<file path="config.mk">
export PLATFORM = sky130hd
export DESIGN_NAME = pbist_top
export DESIGN_NICKNAME = d
export VERILOG_FILES = /design/src/logic/pbist_pkg.sv /design/src/logic/pbist_top.sv /design/src/logic/pbist_frame_gen.sv /design/src/logic/pbist_checker.sv
export SDC_FILE = /design/constraint.sdc
export NUM_CORES = 1
export LEC_CHECK = 0
export BUFFER_PORTS_ARGS = -buffer_cell sky130_fd_sc_hd__buf_2
export CAP_MARGIN = 15
export CORE_MARGIN = 2
export CORE_UTILIZATION = 60
export CTS_BUF_LIST = sky130_fd_sc_hd__clkbuf_4
export DETAILED_ROUTE_END_ITERATION = 12
export PLACE_DENSITY = 0.81
export SLEW_MARGIN = 10
export SYNTH_ARGS = -nofsm -noshare
export SYNTH_HDL_FRONTEND = slang
export SYNTH_HIERARCHICAL = 1
export SYNTH_SLANG_ARGS = --single-unit
</file>
<file path="constraint.sdc">
create_clock -name aclk -period 3.55 [get_ports aclk]
set_input_delay 0.8875 -clock aclk [delete_from_list [all_inputs] [get_ports aclk]]
set_output_delay 0.8875 -clock aclk [all_outputs]
set_load 0.02 [all_outputs]
</file>
<file path="src/logic/pbist_pkg.sv">
`default_nettype none
package pbist_pkg;

  // ---------------------------------------------------------------------------
  // register indices (byte address is four times the index)
  // ---------------------------------------------------------------------------
  localparam logic [7:0]  IDX_BYTE_TOTAL = 8'h71;
  localparam logic [7:0]  IDX_STATUS     = 8'h72;
  localparam logic [7:0]  IDX_PKT_LEN    = 8'h7B;
  localparam logic [7:0]  IDX_PKT_GAP    = 8'h7C;
  localparam logic [7:0]  IDX_CONTROL    = 8'h16;
  localparam logic [7:0]  IDX_NONE       = 8'hFF;

  // ---------------------------------------------------------------------------
  // field positions and reset values
  // ---------------------------------------------------------------------------
  localparam int unsigned ST_LOCK        = 0;
  localparam int unsigned ST_LOCK_CLEAR  = 1;
  localparam int unsigned ST_BYTE_OVF    = 9;
  localparam int unsigned ST_PKT_OVF     = 10;
  localparam int unsigned CTRL_MODE      = 0;
  localparam int unsigned CTRL_GEN_EN    = 1;
  localparam logic [15:0] LEN_RST        = 16'h05DC;
  localparam logic [7:0]  GAP_RST        = 8'h7D;
  localparam logic [1:0]  CTRL_RST       = 2'h0;

  // ---------------------------------------------------------------------------
  // frame layout and pattern
  // ---------------------------------------------------------------------------
  localparam logic [4:0]  PRE_NIBBLES    = 5'h0D;
  localparam logic [3:0]  PRE_NIBBLE     = 4'h5;
  localparam logic [7:0]  SFD_BYTE       = 8'hD5;
  localparam logic [16:0] FRAME_OVERHEAD = 17'h0000F;
  localparam int unsigned GAP_SHIFT      = 3;
  localparam logic [14:0] PRBS_SEED      = 15'h7FFF;
  localparam logic [1:0]  WARM_BYTES     = 2'h2;
  localparam logic [1:0]  RESP_OKAY      = 2'h0;
  localparam logic [1:0]  RESP_SLVERR    = 2'h2;

  // ---------------------------------------------------------------------------
  // carriers
  // ---------------------------------------------------------------------------
  typedef struct packed {
    logic        awvalid;
    logic [11:0] awaddr;
    logic        wvalid;
    logic [31:0] wdata;
    logic [3:0]  wstrb;
    logic        bready;
    logic        arvalid;
    logic [11:0] araddr;
    logic        rready;
  } pbist_axil_req_t;

  typedef struct packed {
    logic        awready;
    logic        wready;
    logic        bvalid;
    logic [1:0]  bresp;
    logic        arready;
    logic        rvalid;
    logic [31:0] rdata;
    logic [1:0]  rresp;
  } pbist_axil_rsp_t;

  typedef struct packed {
    logic       valid;
    logic [3:0] nibble;
  } pbist_tx_t;

  typedef struct packed {
    logic       valid;
    logic       last;
    logic [7:0] data;
  } pbist_rx_t;

  // eight steps of x^15 + x^14 + 1; the low byte is the next pattern byte
  function automatic logic [14:0] prbs_step(input logic [14:0] s);
    logic [14:0] v;
    v = s;
    for (int i = 0; i < 8; i++) begin
      v = {v[13:0], v[14] ^ v[13]};
    end
    return v;
  endfunction : prbs_step

  function automatic logic [7:0] reg_index(input logic [11:0] addr);
    return (addr[11:10] == 2'h0) ? addr[9:2] : IDX_NONE;
  endfunction : reg_index

endpackage : pbist_pkg
`default_nettype wire

</file>
<file path="src/logic/pbist_top.sv">
// Chosen here: the AXI4-Lite interface to the registers.
`timescale 1ns/1ps
`default_nettype none

// Contract
// checker counts every received test byte in a 16-bit total
// with saturation mode zero the byte total stops at 0xFFFF
// software sees a byte total frozen by a lock or lock-and-clear write
// checker counts mismatching bytes in an 8-bit total
// with saturation mode zero the error total stops at 0xFF
// writing status bit 0 pulses a lock that snapshots the byte and error totals
// writing status bit 1 locks, then clears counters and both overflow flags
// status bit 10 flags packet counter overflow until counters are cleared
// status bit 9 flags byte counter overflow until counters are cleared
// every generated payload is exactly the 16-bit length setting, reset 1500
// each frame starts with thirteen 0x5 nibbles then delimiter 0xD5
// frames are separated by four idle bytes per gap step, reset 0x7D; a zero setting still leaves one idle nibble
// software locks before reading so both counts come from one snapshot
// with saturation mode nonzero counters wrap and overflow flags record it; the error total has no flag, so its wrap goes unrecorded
module pbist_top
  import pbist_pkg::*;
(
  // clock and reset
  input  wire logic            aclk,
  input  wire logic            aresetn,
  // register bus
  input  wire pbist_axil_req_t axi_req,
  output var  pbist_axil_rsp_t axi_rsp,
  // generated nibble stream
  output var  pbist_tx_t       tx,
  // received byte stream
  input  wire pbist_rx_t       rx
);

  // ---------------------------------------------------------------------------
  // declarations
  // ---------------------------------------------------------------------------
  pbist_axil_rsp_t rsp_q;
  pbist_axil_rsp_t rsp_d;
  logic            aw_full_q;
  logic            aw_full_d;
  logic [7:0]      aw_idx_q;
  logic            w_full_q;
  logic            w_full_d;
  logic [31:0]     wdata_q;
  logic [3:0]      wstrb_q;
  logic [15:0]     generated_frame_length_q;
  logic [7:0]      interframe_gap_setting_q;
  logic [1:0]      ctrl_q;
  logic            lock_q;
  logic            clr_q;
  logic [15:0]     byte_snap_q;
  logic [7:0]      err_snap_q;

  logic            aw_hs;
  logic            w_hs;
  logic            ar_hs;
  logic            do_wr;
  logic            bvalid_d;
  logic            rvalid_d;
  logic            wr_hit;
  logic            wr_status;
  logic [7:0]      rd_idx;
  logic            rd_hit;
  logic [31:0]     rd_data;
  logic [31:0]     status_word;

  logic [15:0]     byte_cnt;
  logic [7:0]      err_cnt;
  logic            byte_ovf;
  logic            pkt_ovf;

  // ---------------------------------------------------------------------------
  // bus handshakes and decode
  // ---------------------------------------------------------------------------
  assign axi_rsp   = rsp_q;
  assign aw_hs     = axi_req.awvalid & rsp_q.awready;
  assign w_hs      = axi_req.wvalid & rsp_q.wready;
  assign ar_hs     = axi_req.arvalid & rsp_q.arready;
  // address and data may land in either order; write fires once both are held
  assign do_wr     = aw_full_q & w_full_q & ~rsp_q.bvalid;
  assign aw_full_d = (aw_full_q | aw_hs) & ~do_wr;
  assign w_full_d  = (w_full_q | w_hs) & ~do_wr;
  assign bvalid_d  = do_wr | (rsp_q.bvalid & ~axi_req.bready);
  assign rvalid_d  = ar_hs | (rsp_q.rvalid & ~axi_req.rready);

  assign wr_status = (aw_idx_q == IDX_STATUS);
  assign wr_hit    = wr_status | (aw_idx_q == IDX_BYTE_TOTAL) | (aw_idx_q == IDX_PKT_LEN)
                   | (aw_idx_q == IDX_PKT_GAP) | (aw_idx_q == IDX_CONTROL);

  assign rd_idx    = reg_index(axi_req.araddr);
  assign rd_hit    = (rd_idx == IDX_STATUS) | (rd_idx == IDX_BYTE_TOTAL) | (rd_idx == IDX_PKT_LEN)
                   | (rd_idx == IDX_PKT_GAP) | (rd_idx == IDX_CONTROL);

  // flags are live, counts come from the snapshot
  assign status_word = {21'h000000, pkt_ovf, byte_ovf, 1'b0, err_snap_q};

  assign rd_data = (rd_idx == IDX_BYTE_TOTAL) ? {16'h0000, byte_snap_q} :
                   (rd_idx == IDX_STATUS)     ? status_word :
                   (rd_idx == IDX_PKT_LEN)    ? {16'h0000, generated_frame_length_q} :
                   (rd_idx == IDX_PKT_GAP)    ? {24'h000000, interframe_gap_setting_q} :
                   (rd_idx == IDX_CONTROL)    ? {30'h00000000, ctrl_q} :
                                                32'h00000000;

  always_comb begin
    rsp_d         = rsp_q;
    rsp_d.bvalid  = bvalid_d;
    rsp_d.rvalid  = rvalid_d;
    rsp_d.awready = ~aw_full_d & ~bvalid_d;
    rsp_d.wready  = ~w_full_d & ~bvalid_d;
    rsp_d.arready = ~rvalid_d;
    if (do_wr) begin
      rsp_d.bresp = wr_hit ? RESP_OKAY : RESP_SLVERR;
    end
    if (ar_hs) begin
      rsp_d.rdata = rd_data;
      rsp_d.rresp = rd_hit ? RESP_OKAY : RESP_SLVERR;
    end
  end

  // ---------------------------------------------------------------------------
  // bus state
  // ---------------------------------------------------------------------------
  always_ff @(posedge aclk) begin
    if (!aresetn) begin
      rsp_q     <= '0;
      aw_full_q <= 1'b0;
      w_full_q  <= 1'b0;
      aw_idx_q  <= IDX_NONE;
      wdata_q   <= 32'h00000000;
      wstrb_q   <= 4'h0;
    end else begin
      rsp_q     <= rsp_d;
      aw_full_q <= aw_full_d;
      w_full_q  <= w_full_d;
      if (aw_hs) begin
        aw_idx_q <= reg_index(axi_req.awaddr);
      end
      if (w_hs) begin
        wdata_q <= axi_req.wdata;
        wstrb_q <= axi_req.wstrb;
      end
    end
  end

  // ---------------------------------------------------------------------------
  // settings registers
  // ---------------------------------------------------------------------------
  always_ff @(posedge aclk) begin
    if (!aresetn) begin
      generated_frame_length_q <= LEN_RST;
      interframe_gap_setting_q <= GAP_RST;
      ctrl_q                   <= CTRL_RST;
    end else if (do_wr) begin
      if (aw_idx_q == IDX_PKT_LEN && wstrb_q[0]) begin
        generated_frame_length_q[7:0] <= wdata_q[7:0];
      end
      if (aw_idx_q == IDX_PKT_LEN && wstrb_q[1]) begin
        generated_frame_length_q[15:8] <= wdata_q[15:8];
      end
      if (aw_idx_q == IDX_PKT_GAP && wstrb_q[0]) begin
        interframe_gap_setting_q <= wdata_q[7:0];
      end
      if (aw_idx_q == IDX_CONTROL && wstrb_q[0]) begin
        ctrl_q <= wdata_q[1:0];
      end
    end
  end

  // ---------------------------------------------------------------------------
  // lock and snapshot
  // ---------------------------------------------------------------------------
  // snapshot and clear share one edge, so the cleared epoch is never lost
  always_ff @(posedge aclk) begin
    if (!aresetn) begin
      lock_q      <= 1'b0;
      clr_q       <= 1'b0;
      byte_snap_q <= 16'h0000;
      err_snap_q  <= 8'h00;
    end else begin
      lock_q <= do_wr & wr_status & wstrb_q[0] & wdata_q[ST_LOCK];
      clr_q  <= do_wr & wr_status & wstrb_q[0] & wdata_q[ST_LOCK_CLEAR];
      if (lock_q || clr_q) begin
        byte_snap_q <= byte_cnt;
        err_snap_q  <= err_cnt;
      end
    end
  end

  // ---------------------------------------------------------------------------
  // generator and checker
  // ---------------------------------------------------------------------------
  pbist_frame_gen i_pbist_frame_gen (
    .aclk                   (aclk),
    .aresetn                (aresetn),
    .enable                 (ctrl_q[CTRL_GEN_EN]),
    .generated_frame_length (generated_frame_length_q),
    .interframe_gap_setting (interframe_gap_setting_q),
    .tx_q                   (tx)
  );

  pbist_checker i_pbist_checker (
    .aclk                          (aclk),
    .aresetn                       (aresetn),
    .rx                            (rx),
    .counter_saturation_mode       (ctrl_q[CTRL_MODE]),
    .clr                           (clr_q),
    .checker_received_byte_total_q (byte_cnt),
    .checker_error_byte_total_q    (err_cnt),
    .byte_counter_wrapped_flag_q   (byte_ovf),
    .packet_counter_wrapped_flag_q (pkt_ovf)
  );

  // ---------------------------------------------------------------------------
  // stream monitors for checks
  // ---------------------------------------------------------------------------
  logic [16:0] frame_nib_q;
  logic [16:0] gap_nib_q;
  logic [15:0] len_mon_q;
  logic [7:0]  gap_mon_q;
  logic        gap_armed_q;
  logic        tx_rise;

  assign tx_rise = tx.valid & (frame_nib_q == 17'h00000);

  always_ff @(posedge aclk) begin
    if (!aresetn) begin
      frame_nib_q <= 17'h00000;
      gap_nib_q   <= 17'h00000;
      len_mon_q   <= LEN_RST;
      gap_mon_q   <= GAP_RST;
      gap_armed_q <= 1'b0;
    end else begin
      frame_nib_q <= tx.valid ? frame_nib_q + 17'h00001 : 17'h00000;
      gap_nib_q   <= tx.valid ? 17'h00000 : gap_nib_q + 17'h00001;
      if (tx_rise) begin
        len_mon_q <= generated_frame_length_q;
        gap_mon_q <= interframe_gap_setting_q;
      end
      // gap length is only exact while the generator stays enabled
      if (!ctrl_q[CTRL_GEN_EN]) begin
        gap_armed_q <= 1'b0;
      end else if (tx.valid) begin
        gap_armed_q <= 1'b1;
      end
    end
  end
endmodule : pbist_top
`default_nettype wire

</file>
<file path="src/logic/pbist_frame_gen.sv">
`timescale 1ns/1ps
`default_nettype none
module pbist_frame_gen
  import pbist_pkg::*;
(
  // clock and reset
  input  wire logic        aclk,
  input  wire logic        aresetn,
  // settings
  input  wire logic        enable,
  input  wire logic [15:0] generated_frame_length,
  input  wire logic [7:0]  interframe_gap_setting,
  // nibble stream
  output var  pbist_tx_t   tx_q
);

  typedef enum logic [2:0] {G_IDLE, G_PRE, G_SFD, G_PAY, G_GAP} pbist_gen_state_t;

  pbist_gen_state_t state_q;
  logic [16:0]      cnt_q;
  logic [15:0]      len_q;
  logic [7:0]       gap_q;
  logic [14:0]      lfsr_q;
  logic [16:0]      pay_last;
  logic [16:0]      gap_last;

  assign pay_last = {len_q, 1'b0} - 17'h00001;
  assign gap_last = 17'({gap_q, 3'b000}) - 17'h00001;

  // settings are latched per frame so a write mid-frame cannot tear it
  always_ff @(posedge aclk) begin
    if (!aresetn) begin
      state_q <= G_IDLE;
      cnt_q   <= 17'h00000;
      len_q   <= LEN_RST;
      gap_q   <= GAP_RST;
      lfsr_q  <= PRBS_SEED;
      tx_q    <= '0;
    end else begin
      cnt_q <= cnt_q + 17'h00001;
      case (state_q)
        G_IDLE: begin
          tx_q  <= '0;
          cnt_q <= 17'h00000;
          if (enable) begin
            state_q <= G_PRE;
            len_q   <= generated_frame_length;
            gap_q   <= interframe_gap_setting;
          end
        end
        G_PRE: begin
          tx_q <= '{valid: 1'b1, nibble: PRE_NIBBLE};
          if (cnt_q == 17'(PRE_NIBBLES - 5'h01)) begin
            state_q <= G_SFD;
            cnt_q   <= 17'h00000;
          end
        end
        G_SFD: begin
          tx_q <= '{valid: 1'b1, nibble: cnt_q[0] ? SFD_BYTE[7:4] : SFD_BYTE[3:0]};
          if (cnt_q[0]) begin
            state_q <= (len_q == 16'h0000) ? G_GAP : G_PAY;
            cnt_q   <= 17'h00000;
          end
        end
        G_PAY: begin
          tx_q <= '{valid: 1'b1, nibble: cnt_q[0] ? lfsr_q[7:4] : lfsr_q[3:0]};
          if (cnt_q[0]) begin
            lfsr_q <= prbs_step(lfsr_q);
          end
          if (cnt_q == pay_last) begin
            state_q <= G_GAP;
            cnt_q   <= 17'h00000;
          end
        end
        G_GAP: begin
          tx_q <= '0;
          // zero gap still costs the idle cycle it takes to decide
          if (gap_q == 8'h00 || cnt_q == gap_last) begin
            state_q <= enable ? G_PRE : G_IDLE;
            cnt_q   <= 17'h00000;
            len_q   <= generated_frame_length;
            gap_q   <= interframe_gap_setting;
          end
        end
        default: begin
          state_q <= G_IDLE;
          tx_q    <= '0;
        end
      endcase
    end
  end

endmodule : pbist_frame_gen
`default_nettype wire

</file>
<file path="src/logic/pbist_checker.sv">
`timescale 1ns/1ps
`default_nettype none
module pbist_checker
  import pbist_pkg::*;
(
  // clock and reset
  input  wire logic      aclk,
  input  wire logic      aresetn,
  // byte stream under check
  input  wire pbist_rx_t rx,
  // control
  input  wire logic      counter_saturation_mode,
  input  wire logic      clr,
  // live counts and flags
  output logic [15:0]    checker_received_byte_total_q,
  output logic [7:0]     checker_error_byte_total_q,
  output logic           byte_counter_wrapped_flag_q,
  output logic           packet_counter_wrapped_flag_q
);

  logic [14:0] hist_q;
  logic [1:0]  warm_q;
  logic [15:0] pkt_cnt_q;
  logic [14:0] expect_st;
  logic        bad;
  logic        pkt_inc;
  logic        byte_max;
  logic        err_max;
  logic        pkt_max;
  logic        wrap;

  // self-synchronising: history is refilled from what arrives
  assign expect_st = prbs_step(hist_q);
  assign bad       = rx.valid & (warm_q == WARM_BYTES) & (rx.data != expect_st[7:0]);
  assign pkt_inc   = rx.valid & rx.last;
  assign byte_max  = &checker_received_byte_total_q;
  assign err_max   = &checker_error_byte_total_q;
  assign pkt_max   = &pkt_cnt_q;
  assign wrap      = counter_saturation_mode;

  always_ff @(posedge aclk) begin
    if (!aresetn) begin
      hist_q <= PRBS_SEED;
      warm_q <= 2'h0;
    end else if (rx.valid) begin
      hist_q <= {hist_q[6:0], rx.data};
      warm_q <= rx.last ? 2'h0 : ((warm_q == WARM_BYTES) ? warm_q : warm_q + 2'h1);
    end
  end

  always_ff @(posedge aclk) begin
    if (!aresetn || clr) begin
      checker_received_byte_total_q <= (!aresetn) ? 16'h0000 : {15'h0000, rx.valid};
      checker_error_byte_total_q    <= (!aresetn) ? 8'h00 : {7'h00, bad};
      pkt_cnt_q                     <= (!aresetn) ? 16'h0000 : {15'h0000, pkt_inc};
      byte_counter_wrapped_flag_q   <= 1'b0;
      packet_counter_wrapped_flag_q <= 1'b0;
    end else begin
      if (rx.valid && (wrap || !byte_max)) begin
        checker_received_byte_total_q <= checker_received_byte_total_q + 16'h0001;
      end
      if (bad && (wrap || !err_max)) begin
        checker_error_byte_total_q <= checker_error_byte_total_q + 8'h01;
      end
      if (pkt_inc && (wrap || !pkt_max)) begin
        pkt_cnt_q <= pkt_cnt_q + 16'h0001;
      end
      if (rx.valid && byte_max) begin
        byte_counter_wrapped_flag_q <= 1'b1;
      end
      if (pkt_inc && pkt_max) begin
        packet_counter_wrapped_flag_q <= 1'b1;
      end
    end
  end

endmodule : pbist_checker
`default_nettype wire

</file>
==> impl_metrics.ini <==
[outcome]
status = finished, final reports clean

[finish]
drive_gt1_share_pct = 16.0
nets = 1388
synthToLayoutAreaGrowth_pct = 10.3
fin_cells = 1570
seqCellArea_sq_um = 4920
fill_cells = 1484
multi_input_area_sq_um = 5650

[synth]
async_reset_ff_share_pct = 0
synth.top_cell.area_share_pct = 33.8
synth_edf_count = 40
yosysMostFrequentCell = nand2_1
synth_flop_cell = dfxtp_1
synth_cell_type_count = 79
syn_avg_cell_area_sq_um = 8.98
ys_ff_latch = 226
ys_top_cells_by_count = nand2_1, dfxtp_1, nor2_1
synth.area.top_cells = dfxtp_1, edfxtp_1, nand2_1
ys_seq_area_share_pct = 44.7
netlist_area_sq_um = 11000
yosysTopAreaCell = dfxtp_1
syn-instance-count = 1227
ys_warn_count = 6

[timing]
fin_crit_ns = 3.27
tns_ns = 0
grt_setup_unrepaired = false
setup_violations = 0
slew_viol_final = 0
worst_slew_pin_slew_ns = 0.780
period_share_pct = 92.2
fmax_ghz = 0.306
slew_headroom_pct = 47.6
finalHoldViolCount = 0
fin_skew_ns = 0.0465

[critical_path]
worstPathRequired_ns = 4.09
cp.arrival_ns = 3.81
criticalPathCategory = flip-flop to flip-flop
path_cells = inv_1 > ha_1 > or3b_2 > nor4_1 > mux2i_1 > nor3_2 > o41ai_4 > o211ai_2 > nand2_1 > o31ai_1
crit_path_max_incr_delay_ns = 0.57
path_max_fanout = 8
setup.worst_path.start_class = flip-flop
end_kind = flip-flop
crit_buf_inv = 1
critPathTopFamily = simple AND/OR/NAND/NOR gates
cp_slowest_cell = or3b_2

[placement]
port_buffers = 82
hpwlAfterDp_microns = 16700
place_congestion = 0.905
placed_cells = 1469

[floorplan]
die_h_microns = 140
initial_utilization_pct = 61.3
boundaryPins = 123
core_area_sq_um = 18000
die_w_microns = 140
dieArea_sq_um = 19500
num_rows = 49

[clock_tree]
ctsRootBufferMaster = clkbuf_4
cts_buffers = 59
htree_num_levels = 2
cts_tree = yes
ctsResizeCount = 0
hold_buffers = 0
cts_sinks = 226
clk_pin_slew_ns = 0.06
cts_setup_buffers = 0
clk-insertion-delay-late_ns = 0.67
cts.path.max_buffers = 3

[pwr]
clkPwrFrac_pct = 39.8
switching_share_pct = 25.8
p_switching_mw = 1.40
peakVddDrop_uv = 301
intPower_mw = 4.05
power_density_nw_per_um2 = 449
comb_power_share_pct = 8.7
seqPwrFrac_pct = 51.5
p_leak_nw = 4.80

[detailed_routing]
num_vias = 8998
drtAntennaViolNets = 0
drt-total-wl_microns = 24400
route.detailed.drc = 0
dr.first_iter.drc_count = 628
wl_per_cell_microns = 15.5
drtPass1Iterations = 6
vias_per_cell = 5.73

[min_path]
hp-class = primary input to flip-flop

[grt]
grt_max_degree = 177
antenna_found_initial = 1
overflow = 0
grt_usage_pct = 24.6
grt_pass1_vias = 8368
grt_first_pass_wirelength_microns = 40100

[run]
max_cap_viol_count = 0
## per-layer routing
layer / global-route usage (%) / vias to the layer above / part of all wire, %
li1: - / 4443 / -
met1: 33.6 / 4240 / 45
met4: 10.3 / 0 / 2.9
met5: 0 / - / 0
met3: 4.16 / 48 / 5.8
met2: 39.0 / 267 / 46
## final timing paths
check | start | to | slack (ns) | cells past startpoint
max | i_pbist_frame_gen/len_q[0]$_SDFFE_PN0P_ | i_pbist_frame_gen/cnt_q[11]$_SDFF_PN0_ | 0.28 | 10
min | axi_req[57] | aw_idx_q[3]$_SDFFE_PN1P_ | 0.43 | 3
max reg2reg | i_pbist_frame_gen/len_q[0]$_SDFFE_PN0P_ | i_pbist_frame_gen/cnt_q[11]$_SDFF_PN0_ | 0.28 | 10
min reg2reg | wstrb_q[1]$_SDFFE_PN0P_ | wstrb_q[1]$_SDFFE_PN0P_ | 0.46 | 2
## logic make-up after synthesis
group	count (synthesis)	synth area share [%]
AO/OA/AOI/OAI	203	12.9
XOR/XNOR	84	6.68
adder cells (fa/ha/maj)	10	1.14
buffers and inverters	110	4.57
flip-flops	226	44.7
multiplexers	73	6.69
other	1	0.0340
AND/OR/NAND/NOR	520	23.3
## state kept, by name (all words and copies together) (netlist names), 15 cells and up
register,cells
i_pbist_frame_gen/lfsr_q,15
i_pbist_checker/checker_received_byte_total_q,16
i_pbist_checker/pkt_cnt_q,16
i_pbist_checker/hist_q,15
byte_snap_q,16
i_pbist_frame_gen/len_q,16
wdata_q,16
generated_frame_length_q,16
axi_rsp,23
i_pbist_frame_gen/cnt_q,17
## power groups by stage
stage               Combinational, mW  Sequential, mW  Clock, mW
floorplan                       0.358            2.85          0
global placement                0.460            2.86          0
detailed placement              0.471            2.86          0
CTS                             0.474            2.81       2.23
global route                    0.523            2.82       2.36
finish                          0.476            2.81       2.17
## per-stage QoR
stage          hold WS, ns  cell area (sq um)  setup slack, ns  utilization (%)  total power [mW]
2_1_floorplan        0.426              11100            0.646                -              3.21
3_3_place_gp         0.449              11400            0.438             63.6              3.32
3_5_place_dp         0.454              11400            0.329             63.6              3.33
4_1_cts              0.382              12200            0.322             67.6              5.51
5_1_grt              0.394              12200         0.000122             67.7              5.71
6_report             0.435              12200            0.277             67.7              5.45
## worst reg2reg max path, stage by stage (launching register included)
cell and delay (ns):
dfxtp_1 0.36, inv_1 0.10, ha_1 0.30, or3b_2 0.57, nor4_1 0.38, mux2i_1 0.15, nor3_2 0.33, o41ai_4 0.15
o211ai_2 0.35, nand2_1 0.19, o31ai_1 0.29
## layout by cell type (no fill, tap or decap), types with 15 or more instances in the layout
cell | Yosys | layout
nand2_1 | 216 | 216
dfxtp_1 | 186 | 186
clkbuf_4 | 0 | 92
buf_2 | 6 | 81
nor2_1 | 73 | 73
mux2i_1 | 68 | 68
nand3_1 | 48 | 48
a21boi_0 | 46 | 46
o21ai_0 | 47 | 46
xnor2_1 | 43 | 43
xor2_1 | 41 | 41
edfxtp_1 | 40 | 40
nor2b_1 | 27 | 27
nor3_1 | 25 | 25
a21oi_1 | 24 | 24
nand4_1 | 18 | 18
conb_1 | 1 | 18
inv_1 | 16 | 16
and2_1 | 15 | 15
o22ai_1 | 15 | 15
and3_1 | 15 | 15
## layout make-up
class                      instances  area share (%)
clock inverter                     8           0.299
multi-input combinational        908            46.5
clock buffer                      92            5.68
antenna                            1          0.0206
timing repair buffer              90            4.10
sequential                       226            40.5
tap                              229            2.36
inverter                          16           0.494
No activity file was read; power rests on OpenSTA's default activity.
